--- src/inc/smw_map.vh ---
// Mode codes, timing counts and field positions of the mode/wake controller
`ifndef SMW_MAP_VH
`define SMW_MAP_VH

// ----------------------------------------------------------------------
// Mode codes written by the host into the control and check registers
// ----------------------------------------------------------------------
`define SMW_CMD_NORMAL      3'h1
`define SMW_CMD_STANDBY     3'h2
`define SMW_CMD_SLEEP       3'h4

// ----------------------------------------------------------------------
// Local wake input option codes, two bits per input
// ----------------------------------------------------------------------
`define SMW_OPT_NONE        2'h0
`define SMW_OPT_HIGH        2'h1
`define SMW_OPT_LOW         2'h2
`define SMW_OPT_CHANGE      2'h3

// ----------------------------------------------------------------------
// Interrupt source bit positions
// ----------------------------------------------------------------------
`define SMW_IRQ_BAT_OVER    0
`define SMW_IRQ_BAT_UNDER   1
`define SMW_IRQ_REG_HOT     2
`define SMW_IRQ_REG_WARN    3
`define SMW_IRQ_CAN_FAIL    4
`define SMW_IRQ_SPI_ERR     5
`define SMW_IRQ_LOCAL_WAKE  6
`define SMW_IRQ_BUS_WAKE    7

// ----------------------------------------------------------------------
// Times in their own units, clock 20 MHz
// ----------------------------------------------------------------------
`define SMW_CLK_KHZ         20000
`define SMW_RST_PULSE_US    1000
`define SMW_NREQ_TMO_MS     75
`define SMW_V1LOW_SLEEP_MS  100
`define SMW_RST_PULSE_CYC   ((`SMW_RST_PULSE_US * `SMW_CLK_KHZ) / 1000)
`define SMW_NREQ_TMO_CYC    (`SMW_NREQ_TMO_MS * `SMW_CLK_KHZ)
`define SMW_V1LOW_CYC       (`SMW_V1LOW_SLEEP_MS * `SMW_CLK_KHZ)

`endif

--- src/smw_sync.v ---
// Two-flop synchroniser for a vector of asynchronous pins
`timescale 1ns/1ps
module smw_sync #(
    parameter W = 1
) (
    input  wire         clk,
    input  wire         rstn,
    input  wire [W-1:0] async_in,
    output wire [W-1:0] sync_out
);
    reg [W-1:0] meta_reg;
    reg [W-1:0] sync_reg;

    always @(posedge clk or negedge rstn)
    begin
        if (!rstn)
        begin
            meta_reg <= {W{1'b0}};
            sync_reg <= {W{1'b0}};
        end
        else
        begin
            meta_reg <= async_in;
            sync_reg <= meta_reg;
        end
    end

    assign sync_out = sync_reg;
endmodule // smw_sync

--- src/smw_wake_detect.v ---
// Per-input local wake detection for the three wake inputs
`timescale 1ns/1ps
`include "smw_map.vh"
module smw_wake_detect (
    input  wire       clk,
    input  wire       rstn,
    input  wire [2:0] pin_level,
    input  wire [5:0] option,
    input  wire       enable,
    output wire [2:0] wake_hit
);
    // --------------------------------------------------------------
    // Detection per input; change mode keeps its own reference level
    // --------------------------------------------------------------
    genvar i;
    generate
        for (i = 0; i < 3; i = i + 1)
        begin : g_in
            reg        ref_reg;
            reg  [1:0] opt_prev_reg;
            wire [1:0] opt = option[2*i+1:2*i];
            reg        hit;
            always @*
            begin
                case (opt)
                    `SMW_OPT_HIGH:   hit = pin_level[i];
                    `SMW_OPT_LOW:    hit = ~pin_level[i];
                    `SMW_OPT_CHANGE: hit = (pin_level[i] != ref_reg) &&
                                          (opt_prev_reg == `SMW_OPT_CHANGE);
                    default:         hit = 1'b0;
                endcase
            end
            // Reference is taken when the option is programmed and
            // after each detected change
            always @(posedge clk or negedge rstn)
            begin
                if (!rstn)
                begin
                    ref_reg      <= 1'b0;
                    opt_prev_reg <= 2'h0;
                end
                else
                begin
                    opt_prev_reg <= opt;
                    if (opt_prev_reg != `SMW_OPT_CHANGE || (hit && enable))
                        ref_reg <= pin_level[i];
                end
            end
            assign wake_hit[i] = hit & enable;
        end
    endgenerate
endmodule // smw_wake_detect

--- src/smw_mode_ctrl.v ---
// Operating-mode sequencer with wake, reset and interrupt handling
//
// Contract
// - Normal/Stand-by detect local wakes always; switched-supply contacts need switch on.
// - Sleep: only battery-wired contacts detect continuously; others via cyclic sense.
// - Normal/Stand-by expose live wake pin levels regardless of option.
// - Local wake in Normal/Stand-by sets status flag and unmasked interrupt.
// - Local wake in Sleep sets flag, enters Normal Request with reset.
// - Sleep with regulator off: chip-select fall wakes, sets second status flag.
// - Interrupt from eight failure and wake sources, each individually masked.
// - Entering Reset State drives reset pin low for 1 ms.
// - Reset pin released by host after holding low gives Normal Request.
// - Four ground-shift thresholds chosen by host level field; result readable.
// - At transmit falling edge, bus-high below threshold sets shift flag.
// - Normal Request needs watchdog write within 75 ms, else Sleep.
// - Normal watchdog miss or out-of-window write sends to Reset State.
// - Host writes of Sleep/Normal/Stand-by take effect only when control and check codes match.
// - Sleep exits on bus, forced, cyclic, local or chip-select wake.
// - Regulator low over 100 ms leads to Sleep only in one variant.
`timescale 1ns/1ps
`include "smw_map.vh"
module smw_mode_ctrl #(
    parameter V1LOW_SLEEP_EN = 0,
    parameter NREQ_TMO_CYC   = `SMW_NREQ_TMO_CYC,
    parameter V1LOW_CYC      = `SMW_V1LOW_CYC
) (
    input  wire       clk,
    input  wire       rstn,
    // Host register writes, one-cycle strobes on clk
    input  wire       mode_wr,
    input  wire [2:0] mode_control_reg,
    input  wire [2:0] mode_check_reg,
    input  wire       wdog_wr,
    input  wire       wdog_window_ok,
    input  wire       wdog_expired,
    input  wire [5:0] wake_input_config_reg,
    input  wire       wake_to_switched,
    input  wire [1:0] ground_offset_level_reg,
    input  wire [7:0] irq_mask,
    input  wire       wake_status_clr,
    input  wire       irq_status_second_clr,
    input  wire       shift_flag_clr,
    // Asynchronous pins and analog comparators
    input  wire [2:0] local_wake_inputs,
    input  wire       cs_n,
    input  wire       rst_pin_in,
    input  wire       main_regulator_low,
    input  wire       main_regulator_off,
    input  wire       can_tx,
    input  wire [3:0] canh_below_level,
    input  wire [5:0] fault_events,
    input  wire       bus_wake,
    input  wire       forced_wake,
    input  wire       cyclic_wake,
    // Outputs
    output reg  [5:0] mode_reg,
    output reg        rst_pin_out,
    output reg        rst_pin_oe_n,
    output reg        int_n_reg,
    output reg        main_regulator_en_reg,
    output reg        aux_regulator_en_reg,
    output reg        switched_battery_output_reg,
    output reg  [2:0] wake_input_status_reg,
    output reg  [2:0] wake_input_live_state_reg,
    output reg        irq_status_second_reg,
    output reg        shift_flag_reg,
    output reg        wdog_run_reg
);
    // ----------------------------------------------------------------
    // States, one-hot
    // ----------------------------------------------------------------
    localparam [5:0] ST_RESET   = 6'h01;
    localparam [5:0] ST_NREQ    = 6'h02;
    localparam [5:0] ST_NORMAL  = 6'h04;
    localparam [5:0] ST_STANDBY = 6'h08;
    localparam [5:0] ST_SLEEP   = 6'h10;
    localparam [5:0] ST_EMERG   = 6'h20;
    localparam [31:0] RST_CYC   = `SMW_RST_PULSE_CYC;
    localparam [31:0] NREQ_CYC  = NREQ_TMO_CYC;
    localparam [31:0] LOW_CYC   = V1LOW_CYC;

    // ----------------------------------------------------------------
    // Input synchronisation
    // ----------------------------------------------------------------
    wire [2:0] lw_s;
    wire [3:0] gs_s;
    wire [5:0] flt_s;
    wire [9:0] misc_s;
    smw_sync #(.W(3)) u_sync_lw (
        .clk      (clk),
        .rstn     (rstn),
        .async_in (local_wake_inputs),
        .sync_out (lw_s)
    );
    smw_sync #(.W(4)) u_sync_gs (
        .clk      (clk),
        .rstn     (rstn),
        .async_in (canh_below_level),
        .sync_out (gs_s)
    );
    smw_sync #(.W(6)) u_sync_flt (
        .clk      (clk),
        .rstn     (rstn),
        .async_in (fault_events),
        .sync_out (flt_s)
    );
    smw_sync #(.W(10)) u_sync_misc (
        .clk      (clk),
        .rstn     (rstn),
        .async_in ({cs_n, rst_pin_in, main_regulator_low,
                    main_regulator_off, can_tx, bus_wake, forced_wake,
                    cyclic_wake, 2'b00}),
        .sync_out (misc_s)
    );
    wire cs_s     = misc_s[9];
    wire rpin_s   = misc_s[8];
    wire v1low_s  = misc_s[7];
    wire v1off_s  = misc_s[6];
    wire tx_s     = misc_s[5];
    wire bwake_s  = misc_s[4];
    wire fwake_s  = misc_s[3];
    wire cwake_s  = misc_s[2];

    // ----------------------------------------------------------------
    // Edge history
    // ----------------------------------------------------------------
    reg cs_prev_reg;
    reg tx_prev_reg;
    reg rpin_prev_reg;
    reg [31:0] cnt_reg;
    reg [31:0] low_cnt_reg;
    reg [7:0]  irq_pend_reg;

    wire cs_fall   = cs_prev_reg & ~cs_s;
    wire tx_fall   = tx_prev_reg & ~tx_s;
    wire rpin_rise = ~rpin_prev_reg & rpin_s;

    // ----------------------------------------------------------------
    // Local wake detection
    // ----------------------------------------------------------------
    wire awake_mode = mode_reg[2] | mode_reg[3];
    // Switched contacts only count while the switch is on; in Sleep
    // they are left to the cyclic-sense path
    wire lw_enable = (awake_mode &&
                      (!wake_to_switched || switched_battery_output_reg))
                     || (mode_reg == ST_SLEEP && !wake_to_switched);
    wire [2:0] lw_hit;
    smw_wake_detect u_wake (
        .clk       (clk),
        .rstn      (rstn),
        .pin_level (lw_s),
        .option    (wake_input_config_reg),
        .enable    (lw_enable),
        .wake_hit  (lw_hit)
    );

    wire spi_wake  = (mode_reg == ST_SLEEP) && v1off_s && cs_fall;
    wire any_wake  = (|lw_hit) || spi_wake || bwake_s || fwake_s ||
                     cwake_s;
    wire mode_ok   = mode_wr && (mode_control_reg == mode_check_reg);

    // ----------------------------------------------------------------
    // Mode sequencer
    // ----------------------------------------------------------------
    reg [5:0] mode_next;
    always @*
    begin
        mode_next = mode_reg;
        case (mode_reg)
            ST_RESET:
                if (cnt_reg >= RST_CYC - 32'h1 && rpin_s)
                    mode_next = ST_NREQ;
            ST_NREQ:
                if (v1low_s)
                    mode_next = ST_RESET;
                else if (cnt_reg >= NREQ_CYC - 32'h1)
                    mode_next = ST_SLEEP;
                else if (!rpin_s)
                    mode_next = ST_RESET;
                else if (mode_ok &&
                         mode_control_reg == `SMW_CMD_NORMAL)
                    mode_next = ST_NORMAL;
            ST_NORMAL, ST_STANDBY:
                if (v1low_s || (wdog_wr && !wdog_window_ok) || wdog_expired)
                    mode_next = ST_RESET;
                else if (!rpin_s)
                    mode_next = ST_RESET;
                else if (mode_ok)
                    case (mode_control_reg)
                        `SMW_CMD_NORMAL:  mode_next = ST_NORMAL;
                        `SMW_CMD_STANDBY: mode_next = ST_STANDBY;
                        `SMW_CMD_SLEEP:   mode_next = ST_SLEEP;
                        default:          mode_next = mode_reg;
                    endcase
            ST_SLEEP:
                if (any_wake)
                    mode_next = ST_RESET;
            ST_EMERG:
                if (!v1low_s)
                    mode_next = ST_RESET;
            default:
                mode_next = ST_RESET;
        endcase
        // Long undervoltage parks the device in Sleep on one variant
        if (V1LOW_SLEEP_EN != 0 && low_cnt_reg >= LOW_CYC - 32'h1 &&
            mode_reg != ST_SLEEP)
            mode_next = ST_SLEEP;
    end

    // ----------------------------------------------------------------
    // State, timers and flags
    // ----------------------------------------------------------------
    wire [7:0] irq_src = {bwake_s && awake_mode, |lw_hit && awake_mode,
                          flt_s};
    wire [2:0] ws_set  = lw_hit;
    wire       gs_hit  = tx_fall && gs_s[ground_offset_level_reg];

    always @(posedge clk or negedge rstn)
    begin
        if (!rstn)
        begin
            mode_reg                    <= ST_RESET;
            cnt_reg                     <= 32'h0;
            low_cnt_reg                 <= 32'h0;
            // Synchronisers reset low, so history starts low too and
            // no false falling edge follows reset
            cs_prev_reg                 <= 1'b0;
            tx_prev_reg                 <= 1'b0;
            rpin_prev_reg               <= 1'b0;
            wake_input_status_reg       <= 3'h0;
            wake_input_live_state_reg   <= 3'h0;
            irq_status_second_reg       <= 1'b0;
            shift_flag_reg              <= 1'b0;
            irq_pend_reg                <= 8'h0;
        end
        else
        begin
            mode_reg      <= mode_next;
            cs_prev_reg   <= cs_s;
            tx_prev_reg   <= tx_s;
            rpin_prev_reg <= rpin_s;
            // Normal Request counts from entry; a watchdog write
            // restarts the count
            if (mode_next != mode_reg ||
                (mode_reg == ST_NREQ && wdog_wr))
                cnt_reg <= 32'h0;
            else if (cnt_reg != 32'hFFFFFFFF)
                cnt_reg <= cnt_reg + 32'h1;
            low_cnt_reg <= v1low_s ? low_cnt_reg + {31'h0,
                           low_cnt_reg != 32'hFFFFFFFF} : 32'h0;
            if (awake_mode)
                wake_input_live_state_reg <= lw_s;
            // Set wins over a clear in the same cycle
            wake_input_status_reg <= (wake_status_clr ? 3'h0 :
                                      wake_input_status_reg) | ws_set;
            irq_status_second_reg <= (irq_status_second_clr ? 1'b0 :
                                      irq_status_second_reg) | spi_wake;
            shift_flag_reg <= (shift_flag_clr ? 1'b0 : shift_flag_reg)
                              | gs_hit;
            irq_pend_reg <= irq_src & ~irq_mask;
        end
    end

    // ----------------------------------------------------------------
    // Registered outputs per mode
    // ----------------------------------------------------------------
    always @(posedge clk or negedge rstn)
    begin
        if (!rstn)
        begin
            rst_pin_out                 <= 1'b0;
            rst_pin_oe_n                <= 1'b0;
            int_n_reg                   <= 1'b1;
            main_regulator_en_reg       <= 1'b1;
            aux_regulator_en_reg        <= 1'b0;
            switched_battery_output_reg <= 1'b0;
            wdog_run_reg                <= 1'b0;
        end
        else
        begin
            // Reset pin is driven low only; released it floats high
            rst_pin_out  <= 1'b0;
            rst_pin_oe_n <= !((mode_next == ST_RESET &&
                              cnt_reg < RST_CYC - 32'h1) ||
                             mode_next == ST_SLEEP ||
                             mode_next == ST_EMERG);
            int_n_reg <= !(awake_mode && |irq_pend_reg);
            main_regulator_en_reg <= !(mode_next == ST_SLEEP ||
                                       mode_next == ST_EMERG);
            aux_regulator_en_reg  <= (mode_next == ST_NORMAL);
            switched_battery_output_reg <= (mode_next == ST_NORMAL ||
                                            mode_next == ST_STANDBY);
            wdog_run_reg <= (mode_next == ST_NORMAL ||
                             mode_next == ST_STANDBY);
        end
    end
endmodule // smw_mode_ctrl

--- config.mk ---
export PLATFORM = sky130hd
export DESIGN_NAME = smw_mode_ctrl
export DESIGN_NICKNAME = d
export VERILOG_FILES = /design/src/smw_sync.v /design/src/smw_wake_detect.v /design/src/smw_mode_ctrl.v
export VERILOG_INCLUDE_DIRS = /design/src /design/src/inc
export SDC_FILE = /design/constraint.sdc
export NUM_CORES = 1
export LEC_CHECK = 0
export ABC_AREA = 1
export ABC_CLOCK_PERIOD_IN_PS = 2800
export BUFFER_PORTS_ARGS = -buffer_cell sky130_fd_sc_hd__buf_2
export CORE_AREA = 8 8 144 146
export DETAILED_ROUTE_END_ITERATION = 6
export DIE_AREA = 0 0 152 154
export PLACE_DENSITY_LB_ADDON = 0.08
export SLEW_MARGIN = 10
export SYNTH_ARGS = -nofsm -noshare
export SYNTH_HDL_FRONTEND = slang
export SYNTH_SLANG_ARGS = --single-unit
export TNS_END_PERCENT = 1
--- constraint.sdc ---
create_clock -name clk -period 2.8 [get_ports clk]
set_clock_uncertainty 0.1 [all_clocks]
set_input_delay 0.28 -clock clk [delete_from_list [all_inputs] [get_ports clk]]
set_output_delay 0.28 -clock clk [all_outputs]
set_load 0.05 [all_outputs]
## Word level (Yosys, flattened, before mapping)

Cells that the tools add are included.

- Output and inout bits: 21
- Memory bits (read-only): 0
- Memories: 0
- Bits in registers: 112
- Word-level logic and storage cells: 151
- Bits in writable memories: 0
- Latch bits: 0

- Divide/modulo/power cells: 0
- Add/subtract/negate cells: 1
- Bitwise operators: 16
- Order comparisons: 4
- Equality and inequality tests: 35
- Shift-type cells: 0
- Reductions and logical operators: 45
- Muxes and demuxes: 22
- Multiply operators: 0

Operator list:

| cell | count |
|---|---|
| $mux 32 | 2 |
| $mux 6 | 10 |
| $add 32x1->32 const B | 1 |
| $ge 32x15->1 const B | 1 |
| $ge 32x21->1 const B | 1 |
| $lt 32x15->1 const B | 1 |
| $ne 32x32->1 const B | 1 |
| $pmux 6 s5 | 1 |
| $logic_and 1x1->1 | 20 |
| $eq 2x2->1 const B | 9 |
| $pmux 6 s3 | 1 |
| $logic_or 1x1->1 | 16 |
| $eq 6x1->1 const B | 2 |
| $eq 6x3->1 const B | 2 |
| $eq 6x4->1 const B | 2 |
| $eq 6x5->1 const B | 2 |
| $eq 6x6->1 const B | 2 |
| $pmux 1 s3 | 3 |
| $and 8x8->8 | 1 |
| $not 8->8 | 1 |
| $reduce_or 8->1 | 1 |
| $eq 2x1->1 const B | 3 |
| $eq 6x2->1 const B | 1 |
| $ne 2x2->1 const B | 3 |
| 18 further kinds | 36 |

## Longest topological paths before layout

- Depth in word-level cells: 17
- Depth in mapped cells: 17
- Mapped depth without buffers: 16

## Hierarchy

From an unflattened synthesis, not the netlist that was laid out.

- Cell total of the unflattened synthesis: 636
- Area, all modules: 5506.5 sq um

Modules (own cells, without submodules):

| module | instances | area each (sq um) | cells an instance |
|---|---|---|---|
| smw_mode_ctrl | 1 | 3901.2 | 523 |
| smw_sync at u_sync_misc | 1 | 500.5 | 20 |
| smw_wake_detect | 1 | 454.2 | 67 |
| smw_sync at u_sync_flt | 1 | 300.3 | 12 |
| smw_sync at u_sync_gs | 1 | 200.2 | 8 |
| smw_sync at u_sync_lw | 1 | 150.1 | 6 |

## Worst setup path before layout

No wires, ideal clock.

- Path type: reg-to-reg
- Start point: register mode_reg[3]
- End point: register cnt_reg[10]
- Cell stages (with the launch flop): 12
- Arrival: 2.087 ns
- Path buffers: 2
- Setup slack: 0.532 ns
- Data required time: 2.620 ns
- Cell sequence: dfrtp_1 -> nor2_2 -> buf_6 -> nand4_1 -> nand2_1 -> nand2_1 -> and3_1 -> nand4_1 -> a21oi_2 -> nand4_4 -> buf_6 -> nor3_2

- Cells in the longest elaborated chain, start to end: 14

Ends and longest elaborated chain:

| item | line | RTL |
|---|---|---|
| start, declared | smw_mode_ctrl.v:56 | `output reg [5:0] mode_reg,` |
| start signal, assigned | smw_mode_ctrl.v:238 | `mode_reg <= mode_next;` |
| $eq 6x5->1 / $or 1x1->1 (equally long branches) | n/a |  |
| $logic_and 1x1->1, on equally long branches | smw_mode_ctrl.v:146, smw_mode_ctrl.v:144 |  |
| $logic_or 1x1->1 | smw_mode_ctrl.v:146 | `\|\| (mode_reg == ST_SLEEP && !wake_to_switched);` |
| $and 1x1->1 | smw_wake_detect.v:49 | `assign wake_hit[i] = hit & enable;` |
| $reduce_or 3->1 | smw_mode_ctrl.v:158 | `wire any_wake = (\|lw_hit) \|\| spi_wake \|\| bwake_s \|\| fwake_s \|\|` |
| $logic_or 1x1->1 (4 in a row) | smw_mode_ctrl.v:158 |  |
| $mux 6 | smw_mode_ctrl.v:196 | `if (any_wake)` |
| $pmux 6 s5 | smw_mode_ctrl.v:169 | `case (mode_reg)` |
| $ne 6x6->1 | smw_mode_ctrl.v:244 | `if (mode_next != mode_reg \|\|` |
| $logic_or 1x1->1 (*) | smw_mode_ctrl.v:244 |  |
| $mux 32 / $reduce_bool 2->1 (equally long branches) | n/a |  |
| end signal, assigned | smw_mode_ctrl.v:248 | `cnt_reg <= cnt_reg + 32'h1;` |
| end, declared | smw_mode_ctrl.v:130 | `reg [31:0] cnt_reg;` |

Mark *: on every way between the ends. The rest lies on a longest branch, timed or not.
A chain may end at the register's enable or synchronous reset.

## Worst setup path after layout

- Start point: register mode_reg[3]
- End point: register cnt_reg[20]

- Cells in the longest elaborated chain, start to end: 14

Ends and longest elaborated chain:

| item | line | RTL |
|---|---|---|
| $eq 6x5->1 / $or 1x1->1 (equally long branches) | n/a |  |
| $logic_and 1x1->1, on equally long branches | smw_mode_ctrl.v:146, smw_mode_ctrl.v:144 |  |
| $logic_or 1x1->1 | smw_mode_ctrl.v:146 |  |
| $and 1x1->1 | smw_wake_detect.v:49 |  |
| $reduce_or 3->1 | smw_mode_ctrl.v:158 |  |
| $logic_or 1x1->1 (4 in a row) | smw_mode_ctrl.v:158 |  |
| $mux 6 | smw_mode_ctrl.v:196 |  |
| $pmux 6 s5 (*) | smw_mode_ctrl.v:169 |  |
| net mode_next[0] | smw_mode_ctrl.v:165 | `reg [5:0] mode_next;` |
| $ne 6x6->1 (*) | smw_mode_ctrl.v:244 |  |
| $logic_or 1x1->1 (*) | smw_mode_ctrl.v:244 |  |
| $mux 32 / $reduce_bool 2->1 (equally long branches) | n/a |  |

The timed path passes the listed nets; every way through them passes the cells marked *.

==> metrics.txt <==
via count 4297; CTS Buf Count 9; Placed Cells incl. Taps 892; Metal-1 WL 5890 um; Syn. warnings 0; number of port buffers 72; nets@finish 760; fmax 396 MHz; syn_nets 645; setup ws final 0.273 ns; final hold viol count 0; post-synthesis sequential area ratio 53.5%; post-synth cell types 42; row count 50; GP Congestion 0.837; DIE WIDTH 152 um; fillers 1867; Routed WL 12900 um; setup TNS 0 ns; fin cells 945; initial antenna violation count 0; Register Area 2810 um2; die height 154 um; design area 6610 um2; Crit path max-delay family simple AND/OR/NAND/NOR gates; Max IR drop VDD 0.325 mV; vias in the first global route 4557; first drt pass iteration count 4; vias per std cell 4.55; CTS Sinks 112; Slew Limit Fails 0; DR top layer met4; worst path cell trace nor2_2, nand3_1, nand3_1, nor2_1, nor2_1, nand2_1, a21oi_2, nand3_1, nand2_1, nand2_1, nand4_4, buf_12, nor3_2; io pins 74; Pwr per Cell Area 489 nW/um2; Lkg Pwr 3.23 nW; Setup crit start kind flip-flop; max_cap viols 0; CP required 2.94 ns; die footprint 23400 um2; pre-CTS setup slack 0.284 ns; Async S/R FF share, synth 100%; DRC 0; Slew HR 56.7%; crit path DAT 2.67 ns; final period utilization 90.3%; all-layer global routing usage 11.7%; met2 WL 6450 um; Post-DP Area 5920 um2; n_diodes 0; Cell Area, Synth 5250 um2; initial DRC count 110; Initial Utilization 28.4%; Setup violations, final 0; Final ANT Viol Nets 0; Syn-to-layout area delta 25.9%; synthesis-stage register bit count 112; Hold Worst Slack 0.0315 ns; slew of the pin with the lowest slew margin 0.649 ns; CP peak stage delay 0.47 ns; top_reg_cell synth dfrtp_1; Buf/Inv on CP 1; post-cts repair resize count 0; largest net degree at the start of global routing 47; GRT overflow 0; CP max-delay cell dfrtp_1; Final Util 35.8%; CTS tree built; fraction of layout cells with a size suffix above 1 21.2%; Synth Instances 591; min Tclk post-route 2.53 ns; worst-path fanout max 32; unrepaired setup endpoints after global routing false; CP endpoint kind flip-flop; EDFF count, synth 0; Hold Path Class in -> reg; HPWL after DPL 9740 um; Clk pin slew, worst setup/hold paths 0.09 ns; status completed; DR WL met3 452 um; later-pin clock latency in the skew report 0.36 ns; CP Class reg -> reg; H-tree depth 3; routed len/inst 13.7 um; area taken by multi-input logic gates 2040 um2; global-route wire length before repair 22400 um; core footprint 18500 um2; clock tree buffer depth 2; root buf cell clkbuf_16; max reg flops 32; PnR Total Power 3.23 mW; Mean Syn Cell Area 8.88 um2
==> path summary, 6_finish.rpt <==
kind	from	end	slack [ns]	depth (start not counted)
max in group asynchronous	rstn	main_regulator_en_reg	1.52	3
setup reg to reg	mode_reg[3]	cnt_reg[20]	0.27	13
min in group asynchronous	rstn	u_sync_misc.meta_reg[5]	0.39	2
hold / removal	wake_status_clr	wake_input_status_reg[1]	0.03	2
setup / recovery	mode_reg[3]	cnt_reg[20]	0.27	13
hold reg to reg	u_sync_misc.meta_reg[7]	u_sync_misc.sync_out[7]	0.25	0
==> where the power goes <==
group / leakage [nW] / internal, mW / switching, mW
Combinational: 1.66 / 0.0857 / 0.0922
Clock: 0.156 / 0.661 / 0.711
Sequential: 1.41 / 1.66 / 0.0187
==> synth_stat cells (2+ instances only) <==
library cell / instances / area share (%)
nor3_1: 21 / 2.0
a21oi_2: 3 / 0.50
nand2_1: 117 / 8.4
nand3_2: 2 / 0.38
nand4_2: 4 / 0.95
inv_1: 78 / 5.6
a21oi_1: 4 / 0.38
buf_4: 2 / 0.29
xnor2_1: 4 / 0.67
nor2_1: 67 / 4.8
nor3_2: 30 / 5.7
inv_2: 7 / 0.50
nor4_1: 3 / 0.36
dfstp_2: 3 / 1.5
dfrtp_1: 109 / 52
o31ai_1: 3 / 0.43
nand3_1: 45 / 4.3
buf_2: 3 / 0.29
o21ai_1: 2 / 0.19
o21ai_0: 26 / 2.5
o22ai_1: 4 / 0.48
nand4_1: 19 / 2.3
buf_6: 4 / 0.86
xor2_1: 10 / 1.7
nor2_2: 4 / 0.48
==> cells by family after synthesis <==
group | after synthesis | synth area share, %
and+or+nand+nor | 319 | 30.9
adders and majority gates | 1 | 0.238
xor gates and xnor gates | 14 | 2.34
muxes | 1 | 0.191
DFF | 112 | 53.5
other | 1 | 0.0715
AOI/OAI and AO/OA | 47 | 5.17
buffers and inverters | 96 | 7.65
==> layout make-up <==
type / count / share of cell area, %
sequential: 112 / 42.5
multi-input combinational: 383 / 30.9
timing repair buffer: 114 / 12.4
inverter: 86 / 4.88
tap: 234 / 4.43
clock buffer: 9 / 3.41
clock inverter: 7 / 1.46
==> cells in the final DEF (no fill, tap or decap), drive strengths merged <==
cell type    instances
a21oi                7
a31oi                1
and3                 1
buf                 77
clkbuf               9
clkinv               3
conb                 1
dfrtp              109
dfstp                3
dlygate4sd3         37
ha                   1
inv                 90
mux2i                1
nand2              118
nand3               47
nand3b               2
nand4               24
nor2                71
nor3                51
nor4                 3
o211ai               1
o21a                 1
o21ai               28
o21bai               1
o22ai                4
o31ai                3
o32ai                1
or2                  1
or3                  1
xnor2                4
xor2                10
==> metal layers <==
| metal | track usage [%] | up-vias |
|---|---|---|
| met5 | 0 | - |
| met4 | 3.66 | 0 |
| li1 | - | 2159 |
| met2 | 20.5 | 73 |
| met1 | 13.8 | 2053 |
| met3 | 2.86 | 12 |
==> what timing repair did <==
action,4_1_cts,5_1_grt
endpoints found under the hold margin,78,0
hold buffers,37,0
setup buffers,0,0
(Power assumes the default switching activity.)
